File: src/rtl/sysref_clock_pkg.sv
/*
  Constants for the reference-timing and clock configuration register group:
  register offsets, field positions, reset values and the delay step size.
  Assumes nothing of its surroundings; referenced by name from the register group file, not from the edge detector.
*/
package sysref_clock_pkg;

  // ==========================================================================
  // Register offsets
  // ==========================================================================
  localparam logic [11:0] CLOCK_CONTROL0_OFS       = 12'h030; // Clear controls
  localparam logic [11:0] CLOCK_STATUS_OFS         = 12'h031; // Edge status
  localparam logic [11:0] SYSREF_DELAY_CONTROL_OFS = 12'h032;
  localparam logic [11:0] ANALOG_MISC_CONTROL_OFS  = 12'h033;
  localparam logic [11:0] INPUT_CLAMP_CONTROL_OFS  = 12'h034;
  localparam logic [11:0] LANE_DRIVER_CONFIG_OFS   = 12'h040;

  // ==========================================================================
  // Reset values
  // ==========================================================================
  localparam logic [7:0] CLOCK_CONTROL0_RST       = 8'hC0;
  localparam logic [7:0] SYSREF_DELAY_CONTROL_RST = 8'h80;
  localparam logic [7:0] ANALOG_MISC_CONTROL_RST  = 8'hC3;
  localparam logic [7:0] INPUT_CLAMP_CONTROL_RST  = 8'h2F;
  localparam logic [7:0] LANE_DRIVER_CONFIG_RST   = 8'h04;

  // ==========================================================================
  // Field positions
  // ==========================================================================
  localparam int EDGE_SEEN_BIT        = 7; // Status: reference edge seen
  localparam int MARGINAL_BIT         = 6; // Status: marginal capture
  localparam int EDGE_SEEN_CLEAR_BIT  = 5; // Control 0: seen-flag clear
  localparam int MARGINAL_CLEAR_BIT   = 4; // Control 0: marginal-flag clear
  localparam int SYNC_POWERDOWN_BIT   = 2; // Analog misc
  localparam int CLAMP_ENABLE_BIT     = 5; // Input clamp
  localparam int DELAY_MSB            = 3; // Delay steps field 3..0
  localparam int PREEMPHASIS_MSB      = 3; // Pre-emphasis field 3..0

  // Fixed pattern in the low six status bits
  localparam logic [5:0] STATUS_RESERVED_PATTERN = 6'h07;

  // Nominal delay added per step of the reference delay field, in ps
  localparam int REF_DELAY_STEP_PS = 20;

endpackage

File: src/rtl/reference_edge_detector.sv
/*
  Reference edge detector: watches two samples of the delayed reference taken
  just before and just after the device clock edge by the analog delay line.
  Assumes both samples are already synchronous to clk.
*/
module reference_edge_detector (
  input  wire logic clk,            // Device clock
  input  wire logic resetn,         // Asynchronous reset, active low
  input  wire logic ce,             // Clock enable, freezes state when low
  input  wire logic sample_early,   // Reference sampled ahead of the edge
  input  wire logic sample_late,    // Reference sampled at the edge
  output logic      edge_pulse,     // One-cycle pulse on a rising edge
  output logic      marginal_pulse  // One-cycle pulse on a marginal edge
);

  // ==========================================================================
  // State
  // ==========================================================================
  logic prev_reg,     prev_next;     // Last official sample
  logic edge_reg,     edge_next;     // Registered edge pulse
  logic marginal_reg, marginal_next; // Registered marginal pulse

  // Next values: the late sample is the official capture; everything holds
  // while the clock enable is low, so a pending pulse is never lost
  always_comb begin
    prev_next     = prev_reg;
    edge_next     = edge_reg;
    marginal_next = marginal_reg;
    if (ce) begin
      prev_next     = sample_late;
      // Rising edge on the captured reference
      edge_next     = sample_late & ~prev_reg;
      // Samples disagree around the edge, so setup or hold is in doubt;
      // a fast sweep can still slip through between samples
      marginal_next = (sample_early ^ sample_late) & ~prev_reg;
    end
  end

  // Registers only
  always_ff @(posedge clk or negedge resetn) begin
    if (!resetn) begin
      prev_reg     <= 1'b0;
      edge_reg     <= 1'b0;
      marginal_reg <= 1'b0;
    end else begin
      prev_reg     <= prev_next;
      edge_reg     <= edge_next;
      marginal_reg <= marginal_next;
    end
  end

  assign edge_pulse     = edge_reg;
  assign marginal_pulse = marginal_reg;

endmodule

File: src/rtl/sysref_clock_status_config.sv
/*
  Reference-timing and clock configuration register group: status flags for
  reference edges, reference delay, sync receiver power-down, input clamp
  and lane pre-emphasis. Assumes a decoded register port synchronous to clk
  and reference samples delivered by the analog delay line.
*/
// Behaviour
// - Bit 7 flags a reference edge, sticky
// - Seen flag clears on clear bit one-then-zero
// - Bit 6 flags a marginally captured edge
// - Marginal flag clears on its one-then-zero
// - Low six status bits read 000111
// - Four-bit delay field, 20 ps steps, default 0
// - Bit 2 powers down sync receiver, reset 0
// - Sync receiver also feeds the time marker
// - Bit 5 enables input clamp, reset one
// - Bits 3..0 set pre-emphasis, reset 4
module sysref_clock_status_config #(
  parameter int ADDR_W = 12  // Register address width
) (
  input  wire logic              clk,                     // Device clock, 40 MHz
  input  wire logic              resetn,                  // Async reset, active low
  input  wire logic              ce,                      // Clock enable
  input  wire logic              reg_wr,                  // Register write strobe
  input  wire logic              reg_rd,                  // Register read strobe
  input  wire logic [ADDR_W-1:0] reg_addr,                // Register address
  input  wire logic [7:0]        reg_wdata,               // Write data
  output logic      [7:0]        reg_rdata,               // Read data, one cycle late
  input  wire logic              sysref_sample_early,     // Delayed reference, early
  input  wire logic              sysref_sample_late,      // Delayed reference, at edge
  input  wire logic              sync_receiver_in,        // Differential sync receiver
  output logic      [3:0]        reference_delay_steps,   // To analog delay line
  output logic                   sync_receiver_powerdown, // Receiver power-down
  output logic                   sync_out,                // Receiver level to link
  output logic                   time_marker_input,       // Receiver level to stamp
  output logic                   input_clamp_enable,      // Analog clamp enable
  output logic      [3:0]        preemphasis_strength     // Lane driver strength
);

  // ==========================================================================
  // Elaboration check
  // ==========================================================================
  generate
    if (ADDR_W < 7 || ADDR_W > 12) begin : g_bad_addr
      $error("ADDR_W must lie between 7 and 12");
    end
  endgenerate

  // Address compare against a 12-bit package offset
  function automatic logic hit(input logic [ADDR_W-1:0] a, input logic [11:0] ofs);
    hit = (12'(a) == ofs);
  endfunction

  // ==========================================================================
  // Edge detection
  // ==========================================================================
  logic edge_pulse;     // Rising edge on delayed reference
  logic marginal_pulse; // Edge captured with doubtful timing

  reference_edge_detector u_edge (
    .clk            (clk),
    .resetn         (resetn),
    .ce             (ce),
    .sample_early   (sysref_sample_early),
    .sample_late    (sysref_sample_late),
    .edge_pulse     (edge_pulse),
    .marginal_pulse (marginal_pulse)
  );

  // ==========================================================================
  // Register state
  // ==========================================================================
  logic [7:0] clock_control0_reg,       clock_control0_next;
  logic [7:0] sysref_delay_control_reg, sysref_delay_control_next;
  logic [7:0] analog_misc_control_reg,  analog_misc_control_next;
  logic [7:0] input_clamp_control_reg,  input_clamp_control_next;
  logic [7:0] lane_driver_config_reg,   lane_driver_config_next;
  logic       edge_seen_reg,            edge_seen_next;   // Sticky seen flag
  logic       marginal_reg,             marginal_next;    // Sticky marginal flag
  logic [7:0] rdata_reg,                rdata_next;       // Read data
  logic       sync_reg,                 sync_next;        // Receiver level
  logic [7:0] status_value;                               // Assembled status

  // Status word: two flags over the fixed pattern
  assign status_value = {edge_seen_reg, marginal_reg, sysref_clock_pkg::STATUS_RESERVED_PATTERN};

  // Next values for registers, flags and read data
  always_comb begin
    logic seen_clear;     // Falling edge written onto seen-clear bit
    logic marginal_clear; // Falling edge written onto marginal-clear bit
    seen_clear                = 1'b0;
    marginal_clear            = 1'b0;
    clock_control0_next       = clock_control0_reg;
    sysref_delay_control_next = sysref_delay_control_reg;
    analog_misc_control_next  = analog_misc_control_reg;
    input_clamp_control_next  = input_clamp_control_reg;
    lane_driver_config_next   = lane_driver_config_reg;
    edge_seen_next            = edge_seen_reg;
    marginal_next             = marginal_reg;
    rdata_next                = rdata_reg;
    sync_next                 = sync_reg;
    if (ce) begin
      // Writes; unmapped and status addresses ignore them
      if (reg_wr) begin
        if (hit(reg_addr, sysref_clock_pkg::CLOCK_CONTROL0_OFS)) begin
          clock_control0_next = reg_wdata;
          // Clear only on one followed by zero
          seen_clear = clock_control0_reg[sysref_clock_pkg::EDGE_SEEN_CLEAR_BIT]
                     & ~reg_wdata[sysref_clock_pkg::EDGE_SEEN_CLEAR_BIT];
          // Same sequence on its own bit
          marginal_clear = clock_control0_reg[sysref_clock_pkg::MARGINAL_CLEAR_BIT]
                         & ~reg_wdata[sysref_clock_pkg::MARGINAL_CLEAR_BIT];
        end
        if (hit(reg_addr, sysref_clock_pkg::SYSREF_DELAY_CONTROL_OFS)) begin
          sysref_delay_control_next = reg_wdata;
        end
        if (hit(reg_addr, sysref_clock_pkg::ANALOG_MISC_CONTROL_OFS)) begin
          analog_misc_control_next = reg_wdata;
        end
        if (hit(reg_addr, sysref_clock_pkg::INPUT_CLAMP_CONTROL_OFS)) begin
          input_clamp_control_next = reg_wdata;
        end
        if (hit(reg_addr, sysref_clock_pkg::LANE_DRIVER_CONFIG_OFS)) begin
          lane_driver_config_next = reg_wdata;
        end
      end
      // Sticky flags: a new event wins over a clear in the same cycle
      edge_seen_next = edge_pulse | (edge_seen_reg & ~seen_clear);
      marginal_next  = marginal_pulse | (marginal_reg & ~marginal_clear);
      // Reads; unmapped addresses answer zero
      if (reg_rd) begin
        if (hit(reg_addr, sysref_clock_pkg::CLOCK_CONTROL0_OFS)) begin
          rdata_next = clock_control0_reg;
        end else if (hit(reg_addr, sysref_clock_pkg::CLOCK_STATUS_OFS)) begin
          rdata_next = status_value;
        end else if (hit(reg_addr, sysref_clock_pkg::SYSREF_DELAY_CONTROL_OFS)) begin
          rdata_next = sysref_delay_control_reg;
        end else if (hit(reg_addr, sysref_clock_pkg::ANALOG_MISC_CONTROL_OFS)) begin
          rdata_next = analog_misc_control_reg;
        end else if (hit(reg_addr, sysref_clock_pkg::INPUT_CLAMP_CONTROL_OFS)) begin
          rdata_next = input_clamp_control_reg;
        end else if (hit(reg_addr, sysref_clock_pkg::LANE_DRIVER_CONFIG_OFS)) begin
          rdata_next = lane_driver_config_reg;
        end else begin
          rdata_next = 8'h00;
        end
      end
      // One receiver serves both sync and time marker; silent when off
      sync_next = sync_receiver_in
                & ~analog_misc_control_reg[sysref_clock_pkg::SYNC_POWERDOWN_BIT];
    end
  end

  // Registers only
  always_ff @(posedge clk or negedge resetn) begin
    if (!resetn) begin
      clock_control0_reg       <= sysref_clock_pkg::CLOCK_CONTROL0_RST;
      sysref_delay_control_reg <= sysref_clock_pkg::SYSREF_DELAY_CONTROL_RST;
      analog_misc_control_reg  <= sysref_clock_pkg::ANALOG_MISC_CONTROL_RST;
      input_clamp_control_reg  <= sysref_clock_pkg::INPUT_CLAMP_CONTROL_RST;
      lane_driver_config_reg   <= sysref_clock_pkg::LANE_DRIVER_CONFIG_RST;
      edge_seen_reg            <= 1'b0;
      marginal_reg             <= 1'b0;
      rdata_reg                <= 8'h00;
      sync_reg                 <= 1'b0;
    end else begin
      clock_control0_reg       <= clock_control0_next;
      sysref_delay_control_reg <= sysref_delay_control_next;
      analog_misc_control_reg  <= analog_misc_control_next;
      input_clamp_control_reg  <= input_clamp_control_next;
      lane_driver_config_reg   <= lane_driver_config_next;
      edge_seen_reg            <= edge_seen_next;
      marginal_reg             <= marginal_next;
      rdata_reg                <= rdata_next;
      sync_reg                 <= sync_next;
    end
  end

  // ==========================================================================
  // Outputs, each straight from a flip-flop
  // ==========================================================================
  assign reg_rdata               = rdata_reg;
  assign reference_delay_steps   =
    sysref_delay_control_reg[sysref_clock_pkg::DELAY_MSB:0];
  assign sync_receiver_powerdown =
    analog_misc_control_reg[sysref_clock_pkg::SYNC_POWERDOWN_BIT];
  assign sync_out                = sync_reg;
  assign time_marker_input       = sync_reg;
  assign input_clamp_enable      =
    input_clamp_control_reg[sysref_clock_pkg::CLAMP_ENABLE_BIT];
  assign preemphasis_strength    =
    lane_driver_config_reg[sysref_clock_pkg::PREEMPHASIS_MSB:0];

  // ==========================================================================
  // Assertions
  // ==========================================================================
  logic wr_ctl0; // Write to control 0 this cycle
  assign wr_ctl0 = ce & reg_wr & hit(reg_addr, sysref_clock_pkg::CLOCK_CONTROL0_OFS);
endmodule

File: config.mk
export PLATFORM = sky130hd
export DESIGN_NAME = sysref_clock_status_config
export DESIGN_NICKNAME = d
export VERILOG_FILES = /design/src/rtl/sysref_clock_pkg.sv /design/src/rtl/reference_edge_detector.sv /design/src/rtl/sysref_clock_status_config.sv
export SDC_FILE = /design/constraint.sdc
export NUM_CORES = 1
export LEC_CHECK = 0
export BUFFER_PORTS_ARGS = -buffer_cell sky130_fd_sc_hd__buf_4
export CAP_MARGIN = 25
export CORE_MARGIN = 5
export CORE_UTILIZATION = 55
export CTS_CLUSTER_DIAMETER = 150
export DETAILED_ROUTE_END_ITERATION = 8
export PLACE_DENSITY_LB_ADDON = 0.25
export SLEW_MARGIN = 20
export SYNTH_ARGS = -nofsm -noshare
export SYNTH_HDL_FRONTEND = slang
export SYNTH_HIERARCHICAL = 1
export SYNTH_SLANG_ARGS = --single-unit
File: constraint.sdc
create_clock -name clk -period 1.2 [get_ports clk]
set_input_delay 0.12 -clock clk [delete_from_list [all_inputs] [get_ports clk]]
set_output_delay 0.12 -clock clk [all_outputs]
set_load 0.01 [all_outputs]
==> impl_metrics.csv <==
group,metric,value,unit
outcome,status,"complete, but fails checks",
outcome,violations,"setup timing",
synth,async_flop_share,100,%
clock_network,numClockSinks,54,
placed_design,hpwl,5290,µm
setup_path,cp_top_family,"simple AND/OR/NAND/NOR gates",
pwr,switchingPower,0.000803,W
cells_and_area,final_util,78.4,%
sta,finalCritPeriodShare,113,%
synth,yosysUniqueCellTypes,45,
sta,min_period,1360,ps
setup_path,worstPathCellList,"buf_6, nor4_4, nand2_2, or4_4, mux2_4",
floorplan,start_util,56.7,%
setup_path,regToRegEndpoint,"reg_rdata[6]$_DFFE_PN0P_",
setup_path,crit_path_start,"reg_addr[7]",
floorplan,io_pins,48,
clock_network,cts_buffer_depth,2,
pwr,ir_drop,719,µV
global_route,grt_max_degree,33,
sta,holdWs,42.9,ps
synth,ys_warn_count,6,
pwr,swShare,23.2,%
cells_and_area,drive_above_1_share,59.9,%
pwr,seqPwrFrac,53.5,%
global_route,first_global_vias,2176,
setup_path,crit_required,1400,ps
detailed_routing,post_drt_wl_per_cell,19.4,µm
floorplan,core_area,0.00475,mm²
setup_path,slowest_stage,"or4_4",
sta,max_slew_margin,74.9,%
floorplan,dieArea,0.00641,mm²
sta,setup_viol,41,
flow_run,drv_cap,0,
floorplan,die_w,80.0,µm
placed_design,routabilityCongestion,0.864,
setup_path,worstPathMaxFanout,8,
cells_and_area,nets,331,
global_route,track_usage,23.7,%
detailed_routing,vias_per_cell,5.70,
clock_network,clock-root-buffer,"clkbuf_8",
setup_path,worstSetupPathType,"in -> reg",
pwr,clkPwrFrac,35.2,%
sta,final.setup_skew,4.59,ps
clock_network,cts_tree,"done",
setup_path,crit_path_start_kind,"input pin",
synth,netlist_area,0.00270,mm²
setup_path,cp.arrival,1560,ps
sta,setup_ws,-158,ps
placed_design,numPortBuffers,47,
synth,synth.avg_cell_area,12.6,µm²
setup_path,crit_buf_inv,1,
synth,synth_seq_cells,54,
setup_path,slowest_delay,550,ps
synth,synth_edf_count,0,
clock_network,clkTransAtPathRegs,90,ps
floorplan,die_h,80.0,µm
detailed_routing,num_vias,2113,
synth,synth-seq-area-share,50.7,%
pwr,intPower,0.00266,W
global_route,grt_antenna_before_repair,0,
sta,slew_violations,0,
setup_path,reg2reg_depth,4,
detailed_routing,ant_nets,0,
clock_network,cts_buffers,5,
synth,syn-instance-count,214,
synth,syn_nets,242,
detailed_routing,wl,7180,µm
sta,tightest_slew,371,ps
cells_and_area,area_growth,38.2,%
setup_path,end_kind,"flop",
setup_path,reg2reg_slack,0,ps
detailed_routing,first_pass_iters,4,
pwr,power_density,928,mW/mm²
global_route,grt_pass1_wl,11300,µm
detailed_routing,dr.first_iter.drc_count,149,
setup_path,crit-reg2reg-launch,"sysref_delay_control_reg[6]$_DFFE_PN0P_",
pwr,share_comb_of_total_power,11.3,%
setup_path,cp.depth,5,
floorplan,num_rows,25,
sta,max_freq,736,MHz
global_route,globalRouteOverflowTotal,0,
cells_and_area,n_antenna_cell,0,
setup_path,cp-endpoint,"sysref_delay_control_reg[2]$_DFFE_PN0P_",
sta,hold_viol,0,
pwr,power.leakage,1.78,nW
worst_hold_path,hp-class,"in -> reg",
synth,synth_ff_type,"dfrtp_1",
sta,rsz0062_at_grt,"yes",
placed_design,dp_cells,356,
cells_and_area,fin_cells,371,
detailed_routing,drcViolationCount,0,
clock_network,h-tree-depth,2,
clock_network,clk_latency,320,ps
==> tightest hold or removal path: stages <==
cell,delay (ps)
buf_4,80
nand3b_1,60
o21ai_0,70
==> cells by family (layout without fill, tap and decap cells) <==
group / after synthesis / in the layout / share of synthesized area (%)
AND/OR/NAND/NOR: 47 / 47 / 12.1
buffers and inverters: 24 / 114 / 5.01
XOR/XNOR: 1 / 1 / 0.325
multiplexers: 51 / 51 / 22.4
AO/OA/AOI/OAI: 37 / 37 / 9.46
flip-flops: 54 / 54 / 50.7
==> final cells by class <==
| type | count | area (µm²) |
|---|---|---|
| Clock inverter | 2 | 37.5 |
| Multi-Input combinational cell | 136 | 1340 |
| Fill cell | 308 | 1030 |
| Sequential cell | 54 | 1370 |
| Clock buffer | 6 | 72.6 |
| Timing Repair Buffer | 101 | 807 |
| Tap cell | 67 | 83.8 |
| Inverter | 5 | 18.8 |
==> synthesized netlist by cell type (2+ instances only) <==
| master | instances | share of area [%] |
|---|---|---|
| buf_2 | 3 | 0.56 |
| mux2_4 | 9 | 5.0 |
| nor4bb_1 | 2 | 0.74 |
| o221ai_1 | 3 | 0.97 |
| a21oi_1 | 12 | 2.2 |
| mux2_2 | 39 | 16 |
| a211oi_1 | 2 | 0.56 |
| nand2_1 | 10 | 1.4 |
| nand3b_1 | 6 | 1.7 |
| o22ai_1 | 2 | 0.46 |
| nand3_1 | 2 | 0.37 |
| nor2_1 | 3 | 0.42 |
| nand4_1 | 7 | 1.6 |
| buf_4 | 9 | 2.5 |
| a31oi_1 | 3 | 0.70 |
| clkbuf_1 | 6 | 0.83 |
| mux2i_1 | 3 | 1.1 |
| nor3_1 | 2 | 0.37 |
| nor4_4 | 2 | 1.6 |
| a22o_1 | 2 | 0.65 |
| o311ai_0 | 2 | 0.65 |
| dfrtp_1 | 41 | 38 |
| dfstp_2 | 13 | 13 |
| a2bb2oi_1 | 3 | 0.97 |
| nand2b_1 | 3 | 0.70 |
| o21ai_0 | 2 | 0.37 |
| inv_1 | 5 | 0.70 |
==> per-stage QoR <==
stage	total power, W	TNS, ps	cell area, µm²	setup slack (ps)
detailed placement	0.00225	-20400	3480	-462
floorplan	0.00200	-11070	2810	-372
global route	0.00359	-5130	3730	-195
finish	0.00346	-3110	3730	-158
CTS	0.00345	-2830	3640	-109
global placement	0.00224	-19150	3480	-443
==> how the worst min path moves through the flow <==
stage	slack, ps	from	depth (start not counted)	endpoint
global route	60	reg_wdata[7]	2	input_clamp_control_reg[7]$_DFFE_PN0P_
floorplan	-180	resetn	0	analog_misc_control_reg[2]$_DFFE_PN0P_
global placement	30	resetn	1	lane_driver_config_reg[0]$_DFFE_PN0P_
detailed placement	30	resetn	1	lane_driver_config_reg[0]$_DFFE_PN0P_
CTS	40	sync_receiver_in	3	sync_out$_DFFE_PN0P_
finish	40	sync_receiver_in	3	sync_out$_DFFE_PN0P_
==> layout by cell type, fill, tap and decap left out, drive strengths merged, types with 3 or more instances in the layout <==
master / Yosys / routed
a21oi: 12 / 12
buf: 13 / 100
dfrtp: 41 / 41
nand2: 11 / 11
o221ai: 3 / 3
a2bb2oi: 3 / 3
clkbuf: 6 / 6
a31oi: 3 / 3
nand3b: 6 / 6
nand2b: 3 / 3
nor2: 3 / 3
o311ai: 3 / 3
mux2: 48 / 48
nand4: 7 / 7
inv: 5 / 5
dfstp: 13 / 13
mux2i: 3 / 3
==> power groups by stage <==
stage / sequential [W] / clock, W / combinational, W
2_1_floorplan: 0.00188 / 0 / 0.000117
3_3_place_gp: 0.00188 / 0 / 0.000361
3_5_place_dp: 0.00188 / 0 / 0.000367
4_1_cts: 0.00185 / 0.00123 / 0.000376
5_1_grt: 0.00185 / 0.00132 / 0.000423
6_report: 0.00185 / 0.00122 / 0.000391
==> layer usage <==
layer,vias up,part of all wire [%],GRT usage [%]
li1,966,-,-
met1,1063,44,31.4
met3,19,5.5,4.29
met2,65,48,38.3
met5,-,0,0
met4,0,3.0,9.46
==> what timing repair did <==
action,in CTS,in global routing
gates cloned,0,0
endpoints found under the hold margin,22,0
buffers inserted,2,4
setup endpoints to repair,48,47
pin swaps,2,4
resized for setup,5,16
hold buffers,1,0
No activity file was read; power rests on OpenSTA's default activity.
